===== src/csq_pkg.sv =====
// Purpose: Shared constants for the charge sequencer and power selector
// Assumes: 125 MHz pclk, APB register access
// Notes: Long counts are top-level parameters that a bench may shorten
package csq_pkg;
  localparam int CLK_MHZ = 125;
  // Timing figures in their own units
  localparam int PWRUP_DLY_MS = 30;
  localparam int DEAD_TIME_US = 10;
  localparam int SS_STEP_US = 1600;
  localparam int PRECHG_TMO_MIN = 30;
  localparam int CE_DLY_MS = 1500;
  localparam int TMR_TENTH_MIN_PER_NF = 56;
  localparam int SS_STEPS = 8;
  // Derived cycle counts
  localparam longint PWRUP_DLY_CYC = longint'(PWRUP_DLY_MS) * 1000 * CLK_MHZ;
  localparam int DEAD_TIME_CYC = DEAD_TIME_US * CLK_MHZ;
  localparam longint SS_STEP_CYC = longint'(SS_STEP_US) * CLK_MHZ;
  localparam longint PRECHG_TMO_CYC = longint'(PRECHG_TMO_MIN) * 60 * 1000000 * CLK_MHZ;
  localparam longint CE_DLY_CYC = longint'(CE_DLY_MS) * 1000 * CLK_MHZ;
  // Cycles per tenth of a minute, used for safety time per nF
  localparam longint TENTH_MIN_CYC = longint'(6) * 1000000 * CLK_MHZ;
  // Register byte offsets
  localparam logic [11:0] CTRL_OFS = 12'h000;
  localparam logic [11:0] CAP_OFS = 12'h004;
  localparam logic [11:0] STAT_OFS = 12'h008;
  // Control field positions
  localparam int CTRL_CE_BIT = 0;
  localparam int CTRL_TMR_MODE_LSB = 1;
  localparam logic [31:0] CTRL_RST = 32'h0000_0000;
  localparam logic [7:0] CAP_NF_RST = 8'h32;
  // Timer pin modes
  typedef enum logic [1:0] {
    CSQ_TMR_CAP = 2'b00,
    CSQ_TMR_LOW = 2'b01,
    CSQ_TMR_REF = 2'b10
  } csq_tmr_mode_t;
  // Charge states, Gray along the usual path
  typedef enum logic [2:0] {
    CSQ_IDLE = 3'b000,
    CSQ_PRE = 3'b001,
    CSQ_FAST = 3'b011,
    CSQ_DONE = 3'b010,
    CSQ_FAULT = 3'b110
  } csq_chg_t;
  // Selector states
  typedef enum logic [1:0] {
    CSQ_SEL_BAT = 2'b00,
    CSQ_SEL_DEAD_AC = 2'b01,
    CSQ_SEL_AC = 2'b11,
    CSQ_SEL_DEAD_BAT = 2'b10
  } csq_sel_t;
  // Status codes on the two status outputs
  localparam logic [1:0] STAT_CHARGING = 2'b01;
  localparam logic [1:0] STAT_DONE = 2'b10;
  localparam logic [1:0] STAT_FAULT = 2'b11;
  localparam logic [1:0] STAT_OFF = 2'b00;
endpackage : csq_pkg


===== src/csq_timer.sv =====
// Purpose: Clearable up-counter with a done flag
// Assumes: Limit is held steady while the counter runs
// Notes: Stops at the limit, done stays high until cleared
`timescale 1ns/1ps
module csq_timer #(
  parameter int W = 40
) (
  // Clock and reset
  input wire logic pclk,
  input wire logic presetn,
  // Control
  input wire logic clr,
  input wire logic run,
  input wire logic [W-1:0] limit,
  // Result
  output logic done
);
  logic [W-1:0] cnt_ff;
  always_ff @(posedge pclk or negedge presetn) begin
    if (!presetn) begin
      cnt_ff <= '0;
    end else if (clr) begin
      cnt_ff <= '0;
    end else if (run && cnt_ff < limit) begin
      cnt_ff <= cnt_ff + 1'b1;
    end
  end
  always_ff @(posedge pclk or negedge presetn) begin
    if (!presetn) begin
      done <= 1'b0;
    end else if (clr) begin
      done <= 1'b0;
    end else if (run && cnt_ff + 1'b1 >= limit) begin
      done <= 1'b1;
    end
  end
endmodule : csq_timer


===== src/csq_top.sv =====
// Purpose: Charge sequencer and system power selector control core
// Assumes: Comparator flags synchronous to pclk, APB register access
// Notes: Analog loops are outside; outputs are levels and a current target
//
// Our own choices: the register offsets and the APB register port.
`timescale 1ns/1ps
// How it works
// - Low battery at start selects precharge
// - Precharge beyond 30 minutes gives fault
// - Terminate on high feedback, low current
// - Safety time is capacitance times 5.6 min/nF
// - Recharge, reset or enable toggle restart
// - Timer pin low disables termination, timer
// - Timer pin at reference disables timer
// - Supply faults recovering reset safety timer
// - Adapter above battery selects adapter switch
// - Battery above supply: battery, sleep
// - Undervoltage: adapter off, battery on
// - Charge only when all conditions good
// - Any stop condition ends charging
// - Battery connected at power-up, sleep
// - 30 ms after sleep exit, switch adapter
// - 10 us dead time before adapter on
// - Back to battery within 200 mV
// - Fast charge ramps in eight steps
// - Charging waits 1.5 s after enable
module csq_top
  import csq_pkg::*;
#(
  parameter longint PWRUP_CYC = csq_pkg::PWRUP_DLY_CYC,
  parameter longint SS_CYC = csq_pkg::SS_STEP_CYC,
  parameter longint PRE_TMO_CYC = csq_pkg::PRECHG_TMO_CYC,
  parameter longint CE_CYC = csq_pkg::CE_DLY_CYC,
  parameter longint TMIN_CYC = csq_pkg::TENTH_MIN_CYC,
  parameter int ISET_W = 8
) (
  // Clock and reset
  input wire logic pclk,
  input wire logic presetn,
  // APB slave
  input wire logic psel,
  input wire logic penable,
  input wire logic pwrite,
  input wire logic [11:0] paddr,
  input wire logic [31:0] pwdata,
  output logic [31:0] prdata,
  output logic pready,
  output logic pslverr,
  // Comparator flags
  input wire logic supply_above_batt,
  input wire logic supply_near_batt,
  input wire logic undervoltage_lockout,
  input wire logic low_supply_state,
  input wire logic input_overvoltage,
  input wire logic regulators_good,
  input wire logic die_overtemp,
  input wire logic battery_temp_fault,
  input wire logic battery_low,
  input wire logic below_recharge,
  input wire logic fb_above_recharge,
  input wire logic current_below_term,
  input wire logic voltage_reg_phase,
  // Charge programming
  input wire logic [ISET_W-1:0] fast_current,
  input wire logic [ISET_W-1:0] pre_current,
  // Outputs
  output logic adapter_switch_drive,
  output logic battery_switch_drive,
  output logic sleep_mode,
  output logic charge_on,
  output logic [ISET_W-1:0] current_target,
  output logic status_out_a,
  output logic status_out_b
);
  import csq_pkg::*;
  localparam int TW = 48;

  logic ce_ff;
  csq_tmr_mode_t tmr_mode_ff;
  logic [7:0] cap_nf_ff;
  csq_chg_t chg_ff;
  csq_sel_t sel_ff;
  logic ce_prev_ff;
  logic fault_prev_ff;
  logic [2:0] step_ff;
  logic [1:0] nxt_stat;
  logic [TW-1:0] ss_cnt_ff;
  logic [$clog2(DEAD_TIME_CYC+1)-1:0] dead_cnt_ff;

  // APB, zero wait states
  wire logic apb_acc = psel && penable;
  wire logic apb_wr = apb_acc && pwrite;
  always_ff @(posedge pclk or negedge presetn) begin
    if (!presetn) begin
      ce_ff <= CTRL_RST[CTRL_CE_BIT];
      tmr_mode_ff <= CSQ_TMR_CAP;
      cap_nf_ff <= CAP_NF_RST;
    end else if (apb_wr && paddr == CTRL_OFS) begin
      ce_ff <= pwdata[CTRL_CE_BIT];
      tmr_mode_ff <= csq_tmr_mode_t'(pwdata[CTRL_TMR_MODE_LSB+:2]);
    end else if (apb_wr && paddr == CAP_OFS) begin
      cap_nf_ff <= pwdata[7:0];
    end
  end
  always_ff @(posedge pclk or negedge presetn) begin
    if (!presetn) begin
      prdata <= 32'h0000_0000;
      pready <= 1'b0;
      pslverr <= 1'b0;
    end else begin
      pready <= psel && !penable;
      pslverr <= psel && !penable && !(paddr == CTRL_OFS || paddr == CAP_OFS || paddr == STAT_OFS);
      case (paddr)
        CTRL_OFS: prdata <= {29'h0, tmr_mode_ff, ce_ff};
        CAP_OFS: prdata <= {24'h0, cap_nf_ff};
        STAT_OFS: prdata <= {22'h0, nxt_stat, step_ff, sel_ff, chg_ff};
        default: prdata <= 32'h0000_0000;
      endcase
    end
  end

  // sleep when battery powers the supply
  wire logic sleep_now = !supply_above_batt && !undervoltage_lockout;
  wire logic supply_bad = undervoltage_lockout || low_supply_state || sleep_now || input_overvoltage;
  wire logic supply_recover = fault_prev_ff && !supply_bad;
  wire logic ce_toggle = ce_ff != ce_prev_ff;
  wire logic restart = ce_toggle || (chg_ff == CSQ_DONE && below_recharge);
  always_ff @(posedge pclk or negedge presetn) begin
    if (!presetn) begin
      ce_prev_ff <= 1'b0;
      fault_prev_ff <= 1'b0;
    end else begin
      ce_prev_ff <= ce_ff;
      fault_prev_ff <= supply_bad;
    end
  end

  logic pwrup_done;
  logic ce_dly_done;
  logic pre_tmo;
  logic safety_done;
  logic dly30_done;
  csq_timer #(.W(TW)) u_pwrup (
    .pclk(pclk), .presetn(presetn), .clr(1'b0), .run(1'b1),
    .limit(TW'(PWRUP_CYC)), .done(pwrup_done)
  );
  csq_timer #(.W(TW)) u_ce_dly (
    .pclk(pclk), .presetn(presetn), .clr(!ce_ff), .run(ce_ff),
    .limit(TW'(CE_CYC)), .done(ce_dly_done)
  );
  csq_timer #(.W(TW)) u_pre (
    .pclk(pclk), .presetn(presetn), .clr(chg_ff != CSQ_PRE), .run(1'b1),
    .limit(TW'(PRE_TMO_CYC)), .done(pre_tmo)
  );
  wire logic [TW-1:0] safety_lim = TW'(TMIN_CYC * TMR_TENTH_MIN_PER_NF) * TW'(cap_nf_ff);
  wire logic timer_used = tmr_mode_ff == CSQ_TMR_CAP;
  wire logic chg_active = chg_ff == CSQ_PRE || chg_ff == CSQ_FAST;
  // timer pin low holds timer in reset
  wire logic safety_clr = restart || supply_recover || tmr_mode_ff == CSQ_TMR_LOW;
  csq_timer #(.W(TW)) u_safety (
    .pclk(pclk), .presetn(presetn), .clr(safety_clr), .run(timer_used && chg_active),
    .limit(safety_lim), .done(safety_done)
  );
  csq_timer #(.W(TW)) u_sleep_exit (
    .pclk(pclk), .presetn(presetn), .clr(sleep_now || undervoltage_lockout), .run(1'b1),
    .limit(TW'(PWRUP_CYC)), .done(dly30_done)
  );

  wire logic chg_ok = ce_ff && !supply_bad && regulators_good && !die_overtemp &&
    !battery_temp_fault && pwrup_done && ce_dly_done && sel_ff == CSQ_SEL_AC;
  // termination only when timer pin allows
  wire logic term_hit = voltage_reg_phase && tmr_mode_ff != CSQ_TMR_LOW &&
    fb_above_recharge && current_below_term;

  always_ff @(posedge pclk or negedge presetn) begin
    if (!presetn) begin
      chg_ff <= CSQ_IDLE;
    end else begin
      case (chg_ff)
        CSQ_IDLE: begin
          if (chg_ok) begin
            chg_ff <= battery_low ? CSQ_PRE : CSQ_FAST;
          end
        end
        CSQ_PRE: begin
          if (!chg_ok) begin
            chg_ff <= CSQ_IDLE;
          end else if (pre_tmo) begin
            chg_ff <= CSQ_FAULT;
          end else if (!battery_low) begin
            chg_ff <= CSQ_FAST;
          end
        end
        CSQ_FAST: begin
          if (!chg_ok) begin
            chg_ff <= CSQ_IDLE;
          end else if (safety_done) begin
            chg_ff <= CSQ_FAULT;
          end else if (term_hit) begin
            chg_ff <= CSQ_DONE;
          end
        end
        CSQ_DONE: begin
          if (restart || !chg_ok) begin
            chg_ff <= CSQ_IDLE;
          end
        end
        CSQ_FAULT: begin
          if (restart) begin
            chg_ff <= CSQ_IDLE;
          end
        end
        default: chg_ff <= CSQ_IDLE;
      endcase
    end
  end

  always_ff @(posedge pclk or negedge presetn) begin
    if (!presetn) begin
      step_ff <= 3'h0;
      ss_cnt_ff <= '0;
    end else if (chg_ff != CSQ_FAST) begin
      step_ff <= 3'h0;
      ss_cnt_ff <= '0;
    end else if (step_ff != 3'(SS_STEPS - 1)) begin
      if (ss_cnt_ff >= TW'(SS_CYC - 1)) begin
        ss_cnt_ff <= '0;
        step_ff <= step_ff + 3'h1;
      end else begin
        ss_cnt_ff <= ss_cnt_ff + 1'b1;
      end
    end
  end
  // Product kept wide, full scale reached on last step
  wire logic [ISET_W+3:0] ramp = (ISET_W+4)'(fast_current) * (ISET_W+4)'({1'b0, step_ff} + 4'h1);
  always_ff @(posedge pclk or negedge presetn) begin
    if (!presetn) begin
      current_target <= '0;
      charge_on <= 1'b0;
    end else begin
      // Falls with the stop condition, not a cycle behind it
      charge_on <= chg_active && chg_ok;
      case (chg_ff)
        CSQ_PRE: current_target <= pre_current;
        CSQ_FAST: current_target <= ISET_W'(ramp >> 3);
        default: current_target <= '0;
      endcase
    end
  end

  // Selector; near-battery flag gates return path
  always_ff @(posedge pclk or negedge presetn) begin
    if (!presetn) begin
      sel_ff <= CSQ_SEL_BAT;
      dead_cnt_ff <= '0;
    end else begin
      case (sel_ff)
        CSQ_SEL_BAT: begin
          dead_cnt_ff <= '0;
          if (supply_above_batt && !undervoltage_lockout && !input_overvoltage && dly30_done) begin
            sel_ff <= CSQ_SEL_DEAD_AC;
          end
        end
        CSQ_SEL_DEAD_AC: begin
          if (undervoltage_lockout || !supply_above_batt) begin
            sel_ff <= CSQ_SEL_BAT;
          end else if (dead_cnt_ff == DEAD_TIME_CYC - 1) begin
            sel_ff <= CSQ_SEL_AC;
          end else begin
            dead_cnt_ff <= dead_cnt_ff + 1'b1;
          end
        end
        CSQ_SEL_AC: begin
          dead_cnt_ff <= '0;
          // lockout at once, otherwise via dead time
          if (undervoltage_lockout) begin
            sel_ff <= CSQ_SEL_BAT;
          end else if (supply_near_batt || input_overvoltage) begin
            sel_ff <= CSQ_SEL_DEAD_BAT;
          end
        end
        CSQ_SEL_DEAD_BAT: begin
          if (undervoltage_lockout) begin
            sel_ff <= CSQ_SEL_BAT;
          end else if (dead_cnt_ff == DEAD_TIME_CYC - 1) begin
            sel_ff <= CSQ_SEL_BAT;
          end else begin
            dead_cnt_ff <= dead_cnt_ff + 1'b1;
          end
        end
        default: sel_ff <= CSQ_SEL_BAT;
      endcase
    end
  end

  // battery on in reset, sleep; lockout
  always_ff @(posedge pclk or negedge presetn) begin
    if (!presetn) begin
      adapter_switch_drive <= 1'b0;
      battery_switch_drive <= 1'b1;
      sleep_mode <= 1'b1;
    end else begin
      adapter_switch_drive <= sel_ff == CSQ_SEL_AC && !undervoltage_lockout;
      // Adapter is forced off on the same edge, so no overlap
      battery_switch_drive <= sel_ff == CSQ_SEL_BAT || undervoltage_lockout;
      sleep_mode <= sleep_now;
    end
  end

  always_comb begin
    case (chg_ff)
      CSQ_PRE, CSQ_FAST: nxt_stat = STAT_CHARGING;
      CSQ_DONE: nxt_stat = STAT_DONE;
      CSQ_FAULT: nxt_stat = STAT_FAULT;
      default: nxt_stat = STAT_OFF;
    endcase
  end
  always_ff @(posedge pclk or negedge presetn) begin
    if (!presetn) begin
      status_out_a <= 1'b0;
      status_out_b <= 1'b0;
    end else begin
      status_out_a <= nxt_stat[0];
      status_out_b <= nxt_stat[1];
    end
  end
endmodule : csq_top


===== config.mk =====
export PLATFORM = sky130hd
export DESIGN_NAME = csq_top
export DESIGN_NICKNAME = d
export VERILOG_FILES = /design/src/csq_pkg.sv /design/src/csq_timer.sv /design/src/csq_top.sv
export SDC_FILE = /design/constraint.sdc
export NUM_CORES = 1
export LEC_CHECK = 0
export BUFFER_PORTS_ARGS = -buffer_cell sky130_fd_sc_hd__buf_2
export CELL_PAD_IN_SITES_DETAIL_PLACEMENT = 0
export CELL_PAD_IN_SITES_GLOBAL_PLACEMENT = 1
export CORE_MARGIN = 2
export CORE_UTILIZATION = 32
export DETAILED_ROUTE_END_ITERATION = 8
export PLACE_DENSITY = 0.66
export SYNTH_ARGS = -nofsm -noshare
export SYNTH_HDL_FRONTEND = slang
export SYNTH_SLANG_ARGS = --single-unit

===== constraint.sdc =====
create_clock -name pclk -period 10.73 [get_ports pclk]
set_clock_uncertainty 0.2 [all_clocks]
set_input_delay 0.5365 -clock pclk [delete_from_list [all_inputs] [get_ports pclk]]
set_output_delay 0.5365 -clock pclk [all_outputs]
set_load 0.02 [all_outputs]

==> summary.txt, run 1 <==
STA
  – Hold Violations, Final: 0
  – Period minus WS final: 8.51 ns
  – Final Max Tran Viols: 0
  – Fin Setup TNS: 0 ns
  – Slew @ Worst Pin: 1.20 ns
  – Final Setup Violations: 0
  – Hold slack: 0.0649 ns
  – RSZ-0062 raised after global routing: no
  – Relative slew margins: 0.189
  – Fmax: 0.117 GHz
  – Final period utilization: 0.794

Hold path
  – Hold Crit Class: in -> reg

Clocking
  – CTS Buf Count: 45
  – Clock root cell: clkbuf_16
  – # Post-CTS Setup Buffers: 0
  – Clock transition at path regs: 0.06 ns
  – Worst skew pair latency: 0.59 ns
  – Number of H-tree levels: 2
  – Clock sink count: 351
  – CTS tree: built
  – CTS Buffer Depth: 3

Outcome
  – Status: finished, final reports clean

Final layout
  – Area grow syn2layout: 12.1%
  – Nets: 3221
  – Antenna diodes: 0
  – Layout cells sized above 1: 0.0816
  – Fillers: 8111

Floorplan
  – Die X: 286 µm
  – Die area: 0.0817 mm²
  – Die H: 286 µm
  – Initial Utilization: 0.323
  – # IOs: 126
  – Area of the core: 0.0787 mm²
  – # rows: 103

Critical path
  – Critical path type: reg -> reg
  – Crit-path max cell delay: 0.61 ns
  – CP max FO: 46
  – Critical-path top delay cell: fa_1
  – CP Capture Type: flop
  – Worst EP required: 11.03 ns
  – Crit path arrival time: 8.81 ns
  – Critical Path Source Type: flop

Power and ir drop
  – Gate power share: 0.114
  – Clk pwr share: 0.476
  – Maximum vdd drop: 0.0000915 V
  – Net Switching: 964 µW
  – PD cells: 120 mW/mm²
  – Internal power: 2450 µW
  – Leakage: 0.0127 µW
  – Power share of the sequential group: 0.410
  – Switching portion of total power: 0.282

Route
  – DR WL/cell: 15.9 µm
  – Vias per cell: 5.13
  – DRT Pass-1 Iters: 7
  – DRC errors left: 0
  – Final WL: 63600 µm
  – Via Count: 20500
  – Starting DRT DRC Count: 1139
  – Routed Antenna Nets: 0

Synth
  – Syn Std Cell Area: 0.0254 mm²
  – Asr flop ratio synth: 1.00
  – Cells after Synth: 2888
  – Ys flop type: dfrtp_1
  – Seq/Total Area, Yosys: 0.346
  – Average size of a mapped cell: 8.80 µm²
  – EDFF count, synth: 0
  – Ys Warns: 0
  – Yosys reg bits: 351
  – Number of distinct library cells after synthesis: 92

Flow run
  – Max-Cap Viols: 0

Global route
  – Initial antenna violation count: 2
  – GRT Total Usage: 0.157
  – Wire length of the first global-routing pass: 107000 µm
  – Largest net degree at the start of global routing: 138
  – Global route overflow: 0
  – Number of global-route vias before repair: 20000

Placement
  – Post-DP HPWL: 45700 µm
  – Gpl congestion: 0.803
  – Port Buffers: 79
## cell usage in the layout, fill, tap and decap left out, drive strengths merged, types with 55 or more instances in the layout
cell / n
xor2: 96
nand2: 208
ha: 174
nand4: 106
a21oi: 164
and3: 70
nor3: 74
inv: 162
clkbuf: 60
nand3: 161
buf: 98
and2: 107
nor2: 265
xnor2: 129
nor4: 55
o21ai: 78
dfrtp: 346
## power groups by stage
stage	Sequential [µW]	Clock [µW]	Combinational [µW]
after detailed placement	1430	0	391
after CTS	1400	1680	397
after global routing	1410	1740	440
after floorplan	1410	0	252
after global placement	1420	0	389
final	1400	1630	390
## metrics by stage
stage                     instances  area (µm²)   util  total power (µW)  worst slack, ns
after floorplan                2909       25500      -              1660             3.58
after global placement         3898       26700  0.339              1810             2.25
after detailed placement       3898       26700  0.339              1820             2.23
after CTS                      4002       28500  0.362              3480             2.21
after global routing           4002       28500  0.362              3580             1.57
final                          4002       28500  0.362              3420             2.22
## final cells by class
type / instances / area [µm²] / area share
Multi-Input combinational cell: 2238 / 15400 / 0.541
Sequential cell: 351 / 8790 / 0.309
Tap cell: 1050 / 1310 / 0.0461
Clock buffer: 60 / 1280 / 0.0451
Inverter: 161 / 604 / 0.0212
Clock inverter: 23 / 310 / 0.0109
Timing Repair Buffer: 119 / 771 / 0.0271
## what timing repair did
item / in CTS / in global routing
resized for setup: 0 / 0
hold endpoints to repair: 97 / 0
hold buffers: 21 / 0
## state kept, by name (all words and copies together) (netlist names), 2 cells and up
register and flops:
u_sleep_exit.cnt_ff 48, step_ff 3, current_target 8, chg_ff 3, prdata 10, u_pwrup.cnt_ff 48, sel_ff 2, ss_cnt_ff 48
dead_cnt_ff 11, u_ce_dly.cnt_ff 48, cap_nf_ff 8, tmr_mode_ff 2, u_pre.cnt_ff 48, u_safety.cnt_ff 48
## worst max-delay path, delay by kind of cell, from the launching register on
| kind | cells | cell delay (ns) |
|---|---|---|
| compound gates | 13 | 3.16 |
| flops | 1 | 0.57 |
| xor+xnor | 1 | 0.28 |
| simple gates | 3 | 0.77 |
| fa+ha+maj | 6 | 2.81 |
| buf+inv | 5 | 0.61 |
## synthesized netlist by cell type, types with 9 or more instances
cell	count	share of area
buf_4	22	0.0065
inv_1	160	0.024
or3_1	23	0.0057
o211ai_1	19	0.0056
and3_1	70	0.017
buf_1	9	0.0013
mux2_2	16	0.0071
or2_2	17	0.0042
o21a_1	22	0.0065
clkbuf_1	107	0.016
xnor2_1	128	0.044
ha_1	174	0.086
buf_2	19	0.0037
or4_1	42	0.012
nor2b_1	24	0.0059
o21bai_1	10	0.0030
nand2_1	208	0.031
nor3_1	73	0.014
and2_1	106	0.026
nor4_1	51	0.013
dfrtp_1	346	0.34
a21oi_1	163	0.032
o21ai_0	76	0.015
fa_1	53	0.042
xor2_1	96	0.033
nand4_1	105	0.026
a211oi_1	11	0.0032
nand3_1	159	0.031
a31oi_1	42	0.010
o31ai_1	43	0.013
nand2b_1	21	0.0052
mux2i_1	26	0.010
a21o_1	22	0.0065
and4_1	15	0.0052
nor2_1	264	0.039
## path summary, 6_finish.rpt
path / startpoint / end / slack (ns) / cells after the start
worst max register to register: cap_nf_ff[3] / u_safety.cnt_ff[8] / 2.22 / 28
max in group asynchronous: presetn / ss_cnt_ff[30] / 8.05 / 4
worst max-delay path: cap_nf_ff[3] / u_safety.cnt_ff[8] / 2.22 / 28
min in group asynchronous: presetn / u_pwrup.cnt_ff[32] / 0.35 / 2
worst min register to register: u_pwrup.cnt_ff[36] / u_pwrup.cnt_ff[36] / 0.21 / 0
worst min-delay path: pre_current[0] / current_target[0] / 0.06 / 3
## metal layers
metal,vias up,part of all wire,global-route usage
met5,-,0.00017,0
met4,2,0.022,0.0395
met3,90,0.033,0.0211
met2,272,0.44,0.247
met1,9883,0.50,0.228
li1,10300,-,-
## kinds of logic after synthesis
family          Yosys count  share of synthesized area
simple gates           1217                      0.251
compound gates          504                      0.129
flops                   351                      0.346
buf+inv                 320                     0.0516
fa+ha+maj               228                      0.128
xor+xnor                225                     0.0778
mux                      42                     0.0173
other cells               1                   0.000148
No activity file was read; power rests on OpenSTA's default activity.
==> run 2, diff against run 1 <==
Clock period 10.73 ns to 8.4 ns, I/O delays scaled along.
==> run 2 against run 1 <==
- first-iteration DRC count decreased by 3.4%
- sequential power increased by 28%
- count of clock-buffer cells in the layout increased by 6
- wire length increased by 0.39%
- die area unchanged
- clock power increased by 21%
- non-clock buffer count increased by 8
- combinational power increased by 30%
- critical path type unchanged
- critical endpoint is now u_safety.cnt_ff[9]
==> summary.txt, run 2 (same netlist as run 1, synthesis figures left out) <==
Critical path
  – Critical-path top delay cell: fa_1
  – CP Capture Type: flop
  – Critical path type: reg -> reg
  – CP max FO: 74 (+61%)
  – Path depth of the worst reg2reg path: 28 (unchanged)
  – Crit. Startpoint: cap_nf_ff[4]
  – Worst EP required: 8.70 ns (-2.33 ns)
  – Crit-path max cell delay: 0.56 ns (-0.05 ns)
  – Critical Path Source Type: flop
  – Crit path arrival time: 8.17 ns (-0.64 ns)
  – Reg2reg start: cap_nf_ff[4]

Final layout
  – Commonest non-fill, non-tap cell in the layout: dfrtp_1
  – Nets: 3230 (+0.28%)
  – Fillers: 8091 (-0.25%)
  – Storage cell area: 0.00879 mm² (about the same)
  – Area taken by multi-input logic gates: 0.0154 mm² (about the same)
  – Area grow syn2layout: 12.1% (about the same)
  – Layout cells sized above 1: 0.0798 (-0.00188)
  – Most frequent cells in the layout: 346 x dfrtp_1, 264 x nor2_1, 208 x nand2_1
  – Antenna diodes: 0 (unchanged)
  – Finished Cell Area: 0.0285 mm² (about the same)

Clocking
  – CTS Buf Count: 46 (+2.2%)
  – CTS tree: built
  – Clock transition at path regs: 0.06 ns (about the same)
  – Number of H-tree levels: 2 (unchanged)
  – Clock sink count: 351 (unchanged)
  – Clock root cell: clkbuf_16
  – # Post-CTS Setup Buffers: 0 (unchanged)
  – CTS Buffer Depth: 3 (unchanged)
  – Worst skew pair latency: 0.59 ns (about the same)

Floorplan
  – Die area: 0.0817 mm² (unchanged)
  – Die H: 286 µm (unchanged)
  – Initial Utilization: 0.323 (unchanged)
  – Area of the core: 0.0787 mm² (unchanged)
  – # rows: 103 (unchanged)
  – # IOs: 126 (unchanged)
  – Die X: 286 µm (unchanged)

STA
  – Final Setup Violations: 0 (unchanged)
  – Slew @ Worst Pin: 1.07 ns (-0.132 ns)
  – RSZ-0062 raised after global routing: no
  – Worst setup margin: 0.532 ns (-1.68 ns)
  – Final Max Tran Viols: 0 (unchanged)
  – Fin Setup TNS: 0 ns (unchanged)
  – Relative slew margins: 0.280 (+0.0915)
  – Period minus WS final: 7.87 ns (-0.647 ns)
  – Fmax: 0.127 GHz (+8.2%)
  – Hold Violations, Final: 0 (unchanged)
  – Final period utilization: 0.937 (+0.143)

Outcome
  – Status: finished, final reports clean

Route
  – DR WL/cell: 15.9 µm (+0.21%)
  – DRT Pass-1 Iters: 5 (-2)
  – Via Count: 20500 (-0.41%)
  – Starting DRT DRC Count: 1100 (-3.4%)
  – Routed Antenna Nets: 0 (unchanged)
  – DRC errors left: 0 (unchanged)
  – Vias per cell: 5.10 (-0.59%)
  – Final WL: 63800 µm (+0.39%)

Hold path
  – Hold path startpoint: paddr[2]
  – Min-Delay Path Depth: 3 (unchanged)
  – Hold Crit Class: in -> reg

Placement
  – Port Buffers: 79 (unchanged)
  – Setup WS pre-CTS: 0.494 ns (-1.74 ns)
  – Area after DPL: 0.0267 mm² (+0.21%)
  – Gpl congestion: 0.814 (+1.4%)
  – Post-DP HPWL: 46100 µm (+0.75%)

Global route
  – Global route overflow: 0 (unchanged)
  – Number of global-route vias before repair: 20200 (+0.94%)
  – Largest net degree at the start of global routing: 146 (+5.8%)
  – GRT Total Usage: 0.158 (+0.000392)
  – Initial antenna violation count: 2 (unchanged)
  – Wire length of the first global-routing pass: 107000 µm (about the same)

Power and ir drop
  – Maximum vdd drop: 0.000111 V (+22%)
  – Leakage: 0.0127 µW (about the same)
  – PD cells: 150 mW/mm² (+25%)
  – Power Total: 4270 µW (+25%)

Flow run
  – Max-Cap Viols: 0 (unchanged)
[run 2: timing repair]
item                                   CTS  global route
resized for setup                        0             3
setup endpoints to repair                0            31
endpoints found under the hold margin  120             0
hold buffers                            25             0
[run 2: metrics by stage]
stage,util,hold WS (ns),cells
after detailed placement,0.340,0.200,3902
after CTS,0.362,0.0124,4009
after global routing,0.362,0.0396,4009
final,0.362,0.0402,4009
after global placement,0.340,0.199,3902
after floorplan,-,-0.0756,2909
[run 2: critical path, delay by kind of cell, from the launching register on]
kind,cells,cell delay [ns]
flip-flops,1,0.46
AND/OR/NAND/NOR,3,0.76
adder cells (fa/ha/maj),6,2.72
XOR/XNOR,1,0.24
AO/OA/AOI/OAI,13,2.88
buffers and inverters,5,0.44
[run 2: worst paths after layout]
path / end / slack [ns]
max in group asynchronous: u_safety.cnt_ff[43] / 6.13
setup reg to reg: u_safety.cnt_ff[9] / 0.53
hold reg to reg: u_pwrup.cnt_ff[36] / 0.21
hold / removal: pslverr / 0.04
setup / recovery: u_safety.cnt_ff[9] / 0.53
min in group asynchronous: u_pwrup.cnt_ff[10] / 0.24
[run 2: final cells by class]
cell class / instances / share of cell area
clock inverters: 16 / 0.00747
repair buffers: 127 / 0.0304
clock buffers: 66 / 0.0448
flip-flops and latches: 351 / 0.309
multi-input cells: 2238 / 0.541
well taps: 1050 / 0.0461
inverters: 161 / 0.0212
[run 2: layer usage]
layer	global-route usage	wire length (µm)	part of all wire
met1	0.224	31600	0.50
met2	0.253	28800	0.45
met3	0.0226	2170	0.034
met4	0.0370	1190	0.019
met5	0	13	0.00020
[run 2: where the power goes]
part           leakage [µW]  internal, µW  switching, µW  total, µW
Combinational       0.00715           149            359        508
Sequential          0.00485          1730           62.3       1790
Clock              0.000729          1180            791       1970
Total                0.0127          3060           1210       4270
==> run 3, diff against run 2 <==
Settings changed: CORE_MARGIN 2 to 3, GPL_ROUTABILITY_DRIVEN set to 0.
==> run 3 against run 2 <==
- count of clock-buffer cells in the layout is 7 lower
- cell area is 0.57% higher
- non-clock buffer count is 3 higher
- critical path type unchanged
- critical endpoint is now u_safety.cnt_ff[4]
==> summary.txt, run 3 (same netlist as run 1, synthesis figures left out) <==
STA
  – RSZ-0062 raised after global routing: no
  – Final period utilization: 0.948 (+0.0116)
  – Final Max Tran Viols: 0 (unchanged)
  – Period minus WS final: 7.97 ns (+0.0975 ns)
  – Fin Setup TNS: 0 ns (unchanged)
  – Final Setup Violations: 0 (unchanged)
  – Hold Violations, Final: 0 (unchanged)
  – Fmax: 0.126 GHz (-1.2%)
  – Relative slew margins: 0.204 (-0.0760)
  – Slew @ Worst Pin: 1.19 ns (+0.124 ns)
  – Worst setup margin: 0.434 ns (-0.0975 ns)

Route
  – Final WL: 63900 µm (+0.17%)
  – Routed Antenna Nets: 0 (unchanged)
  – Vias per cell: 5.24 (+2.7%)
  – DRC errors left: 0 (unchanged)
  – Via Count: 21000 (+2.6%)
  – Starting DRT DRC Count: 1325 (+20%)
  – DR WL/cell: 16.0 µm (+0.32%)
  – DRT Pass-1 Iters: 7 (+2)

Power and ir drop
  – Internal power: 3210 µW (+4.8%)
  – Leakage: 0.0128 µW (+0.58%)
  – Gate power share: 0.115 (-0.004)
  – Net Switching: 1210 µW (-0.22%)
  – Clk pwr share: 0.480 (+0.019)
  – Power Total: 4420 µW (+3.4%)
  – Power share of the sequential group: 0.405 (-0.015)
  – Switching portion of total power: 0.274 (-0.00989)
  – Maximum vdd drop: 0.000119 V (+6.3%)
  – PD cells: 154 mW/mm² (+2.8%)

Final layout
  – Finished Cell Area: 0.0286 mm² (+0.57%)
  – Fillers: 7944 (-1.8%)
  – Fin util: 0.367 (+0.00503)
  – Layout cells sized above 1: 0.0831 (+0.00330)
  – Nets: 3231 (+0.031%)
  – Most frequent cells in the layout: 346 x dfrtp_1, 264 x nor2_1, 208 x nand2_1
  – Area grow syn2layout: 12.7%
  – Commonest non-fill, non-tap cell in the layout: dfrtp_1

Critical path
  – Path depth of the worst reg2reg path: 28 (unchanged)
  – Critical-path top delay cell: or4_1
  – Worst EP required: 8.68 ns (-0.02 ns)
  – CP Capture Type: flop
  – Critical Path Source Type: flop
  – Crit-path max cell delay: 0.55 ns (about the same)
  – RR Endpoint: u_safety.cnt_ff[4]
  – CP max FO: 80 (+8.1%)
  – R2R Setup Slk: 0.43 ns (-0.10 ns)
  – Crit path arrival time: 8.25 ns (+0.08 ns)
  – Reg2reg start: cap_nf_ff[4]
  – Critical path type: reg -> reg

Floorplan
  – # IOs: 126 (unchanged)
  – Initial Utilization: 0.325 (+0.00263)
  – Die area: 0.0828 mm² (+1.4%)
  – Die X: 288 µm (+0.70%)
  – Area of the core: 0.0781 mm² (-0.81%)
  – # rows: 102 (-0.97%)
  – Die H: 288 µm (+0.70%)

Clocking
  – CTS Buffer Depth: 3 (unchanged)
  – Number of H-tree levels: 2 (unchanged)
  – Worst skew pair latency: 0.60 ns (about the same)
  – # Post-CTS Setup Buffers: 0 (unchanged)
  – Clock transition at path regs: 0.06 ns (about the same)
  – Clock sink count: 351 (unchanged)
  – Clock root cell: clkbuf_16
  – CTS Buf Count: 44 (-4.3%)
  – CTS tree: built

Global route
  – Met2 Use GR: 0.248 (-0.00507)
  – Initial antenna violation count: 2 (unchanged)
  – GR Util met1: 0.212 (-0.0112)
  – Wire length of the first global-routing pass: 106000 µm (-0.92%)
  – Largest net degree at the start of global routing: 151 (+3.4%)
  – Global route overflow: 0 (unchanged)
  – Grt met3 use: 0.0199 (-0.00277)
  – GRT Total Usage: 0.154 (-0.00401)
  – Number of global-route vias before repair: 20600 (+1.8%)
  – Gr busiest metal: met2

Placement
  – Port Buffers: 79 (unchanged)
  – Post-DP HPWL: 46300 µm (+0.57%)
  – Setup WS pre-CTS: 0.435 ns (-0.0592 ns)
  – Area after DPL: 0.0267 mm² (about the same)

Outcome
  – Status: finished, final reports clean

Hold path
  – Min-Delay Path Depth: 4 (+1)
  – Worst Hold End: prdata[9]
  – Hold Crit Class: in -> reg
  – Hold path startpoint: paddr[1]

Flow run
  – Max-Cap Viols: 0 (unchanged)
## run 3: cell count changes in the layout (fill, tap and decap cells not counted), moves of 3 or more
cell        change
clkinvlp_4      +3
clkbuf_8        +4
clkbuf_1        -9
bufinv_16       +5
## run 3: layer usage
| layer | wire [µm] | vias up |
|---|---|---|
| li1 | - | 10300 |
| met1 | 30500 | 10200 |
| met4 | 1730 | 0 |
| met3 | 2440 | 96 |
| met5 | 0 | - |
| met2 | 29300 | 332 |
## run 3: final cells by class
cell class / count / area, µm² / area share
multi-input cells: 2238 / 15400 / 0.538
flip-flops and latches: 351 / 8790 / 0.307
well taps: 1040 / 1300 / 0.0454
clock buffers: 59 / 1250 / 0.0435
repair buffers: 130 / 893 / 0.0312
inverters: 161 / 604 / 0.0211
clock inverters: 23 / 384 / 0.0134
diodes: 1 / 2.50 / 0.0000873
## run 3: how the worst max path moves through the flow
stage                             from             endpoint  slack [ns]  cells past startpoint
after floorplan           cap_nf_ff[3]  u_safety.cnt_ff[42]        1.25                     28
after global placement    cap_nf_ff[4]  u_safety.cnt_ff[23]        0.62                     28
after detailed placement  cap_nf_ff[4]   u_safety.cnt_ff[6]        0.43                     28
after CTS                 cap_nf_ff[4]   u_safety.cnt_ff[9]        0.36                     28
after global routing      cap_nf_ff[4]   u_safety.cnt_ff[9]        0.02                     28
final                     cap_nf_ff[4]   u_safety.cnt_ff[4]        0.43                     28
## run 3: power groups by stage
stage                     clock network (µW)  logic, µW  registers, µW
after floorplan                            0        322           1800
after global placement                     0        498           1820
after detailed placement                   0        508           1820
after CTS                               2200        519           1790
after global routing                    2260        575           1800
final                                   2120        508           1790
## run 3: what timing repair did
item	4_1_cts	5_1_grt
resized for setup	0	4
endpoints found under the setup margin	0	23
hold buffers	27	0
hold endpoints to repair	127	0
## run 3: critical path: cells and delay by family, from the launching register on
family                     cells  cell delay (ns)
AOI/OAI and AO/OA             13             2.94
buffers and inverters          5             0.42
xor gates and xnor gates       1             0.19
DFF                            1             0.53
and+or+nand+nor                3             0.78
adders and majority gates      6             2.72
## run 3: metrics by stage
stage | cells | hold slack (ns)
after global routing | 4002 | 0.0449
after detailed placement | 3893 | 0.201
after floorplan | 2909 | -0.0756
after global placement | 3893 | 0.198
after CTS | 4002 | 0.00312
final | 4003 | 0.0519
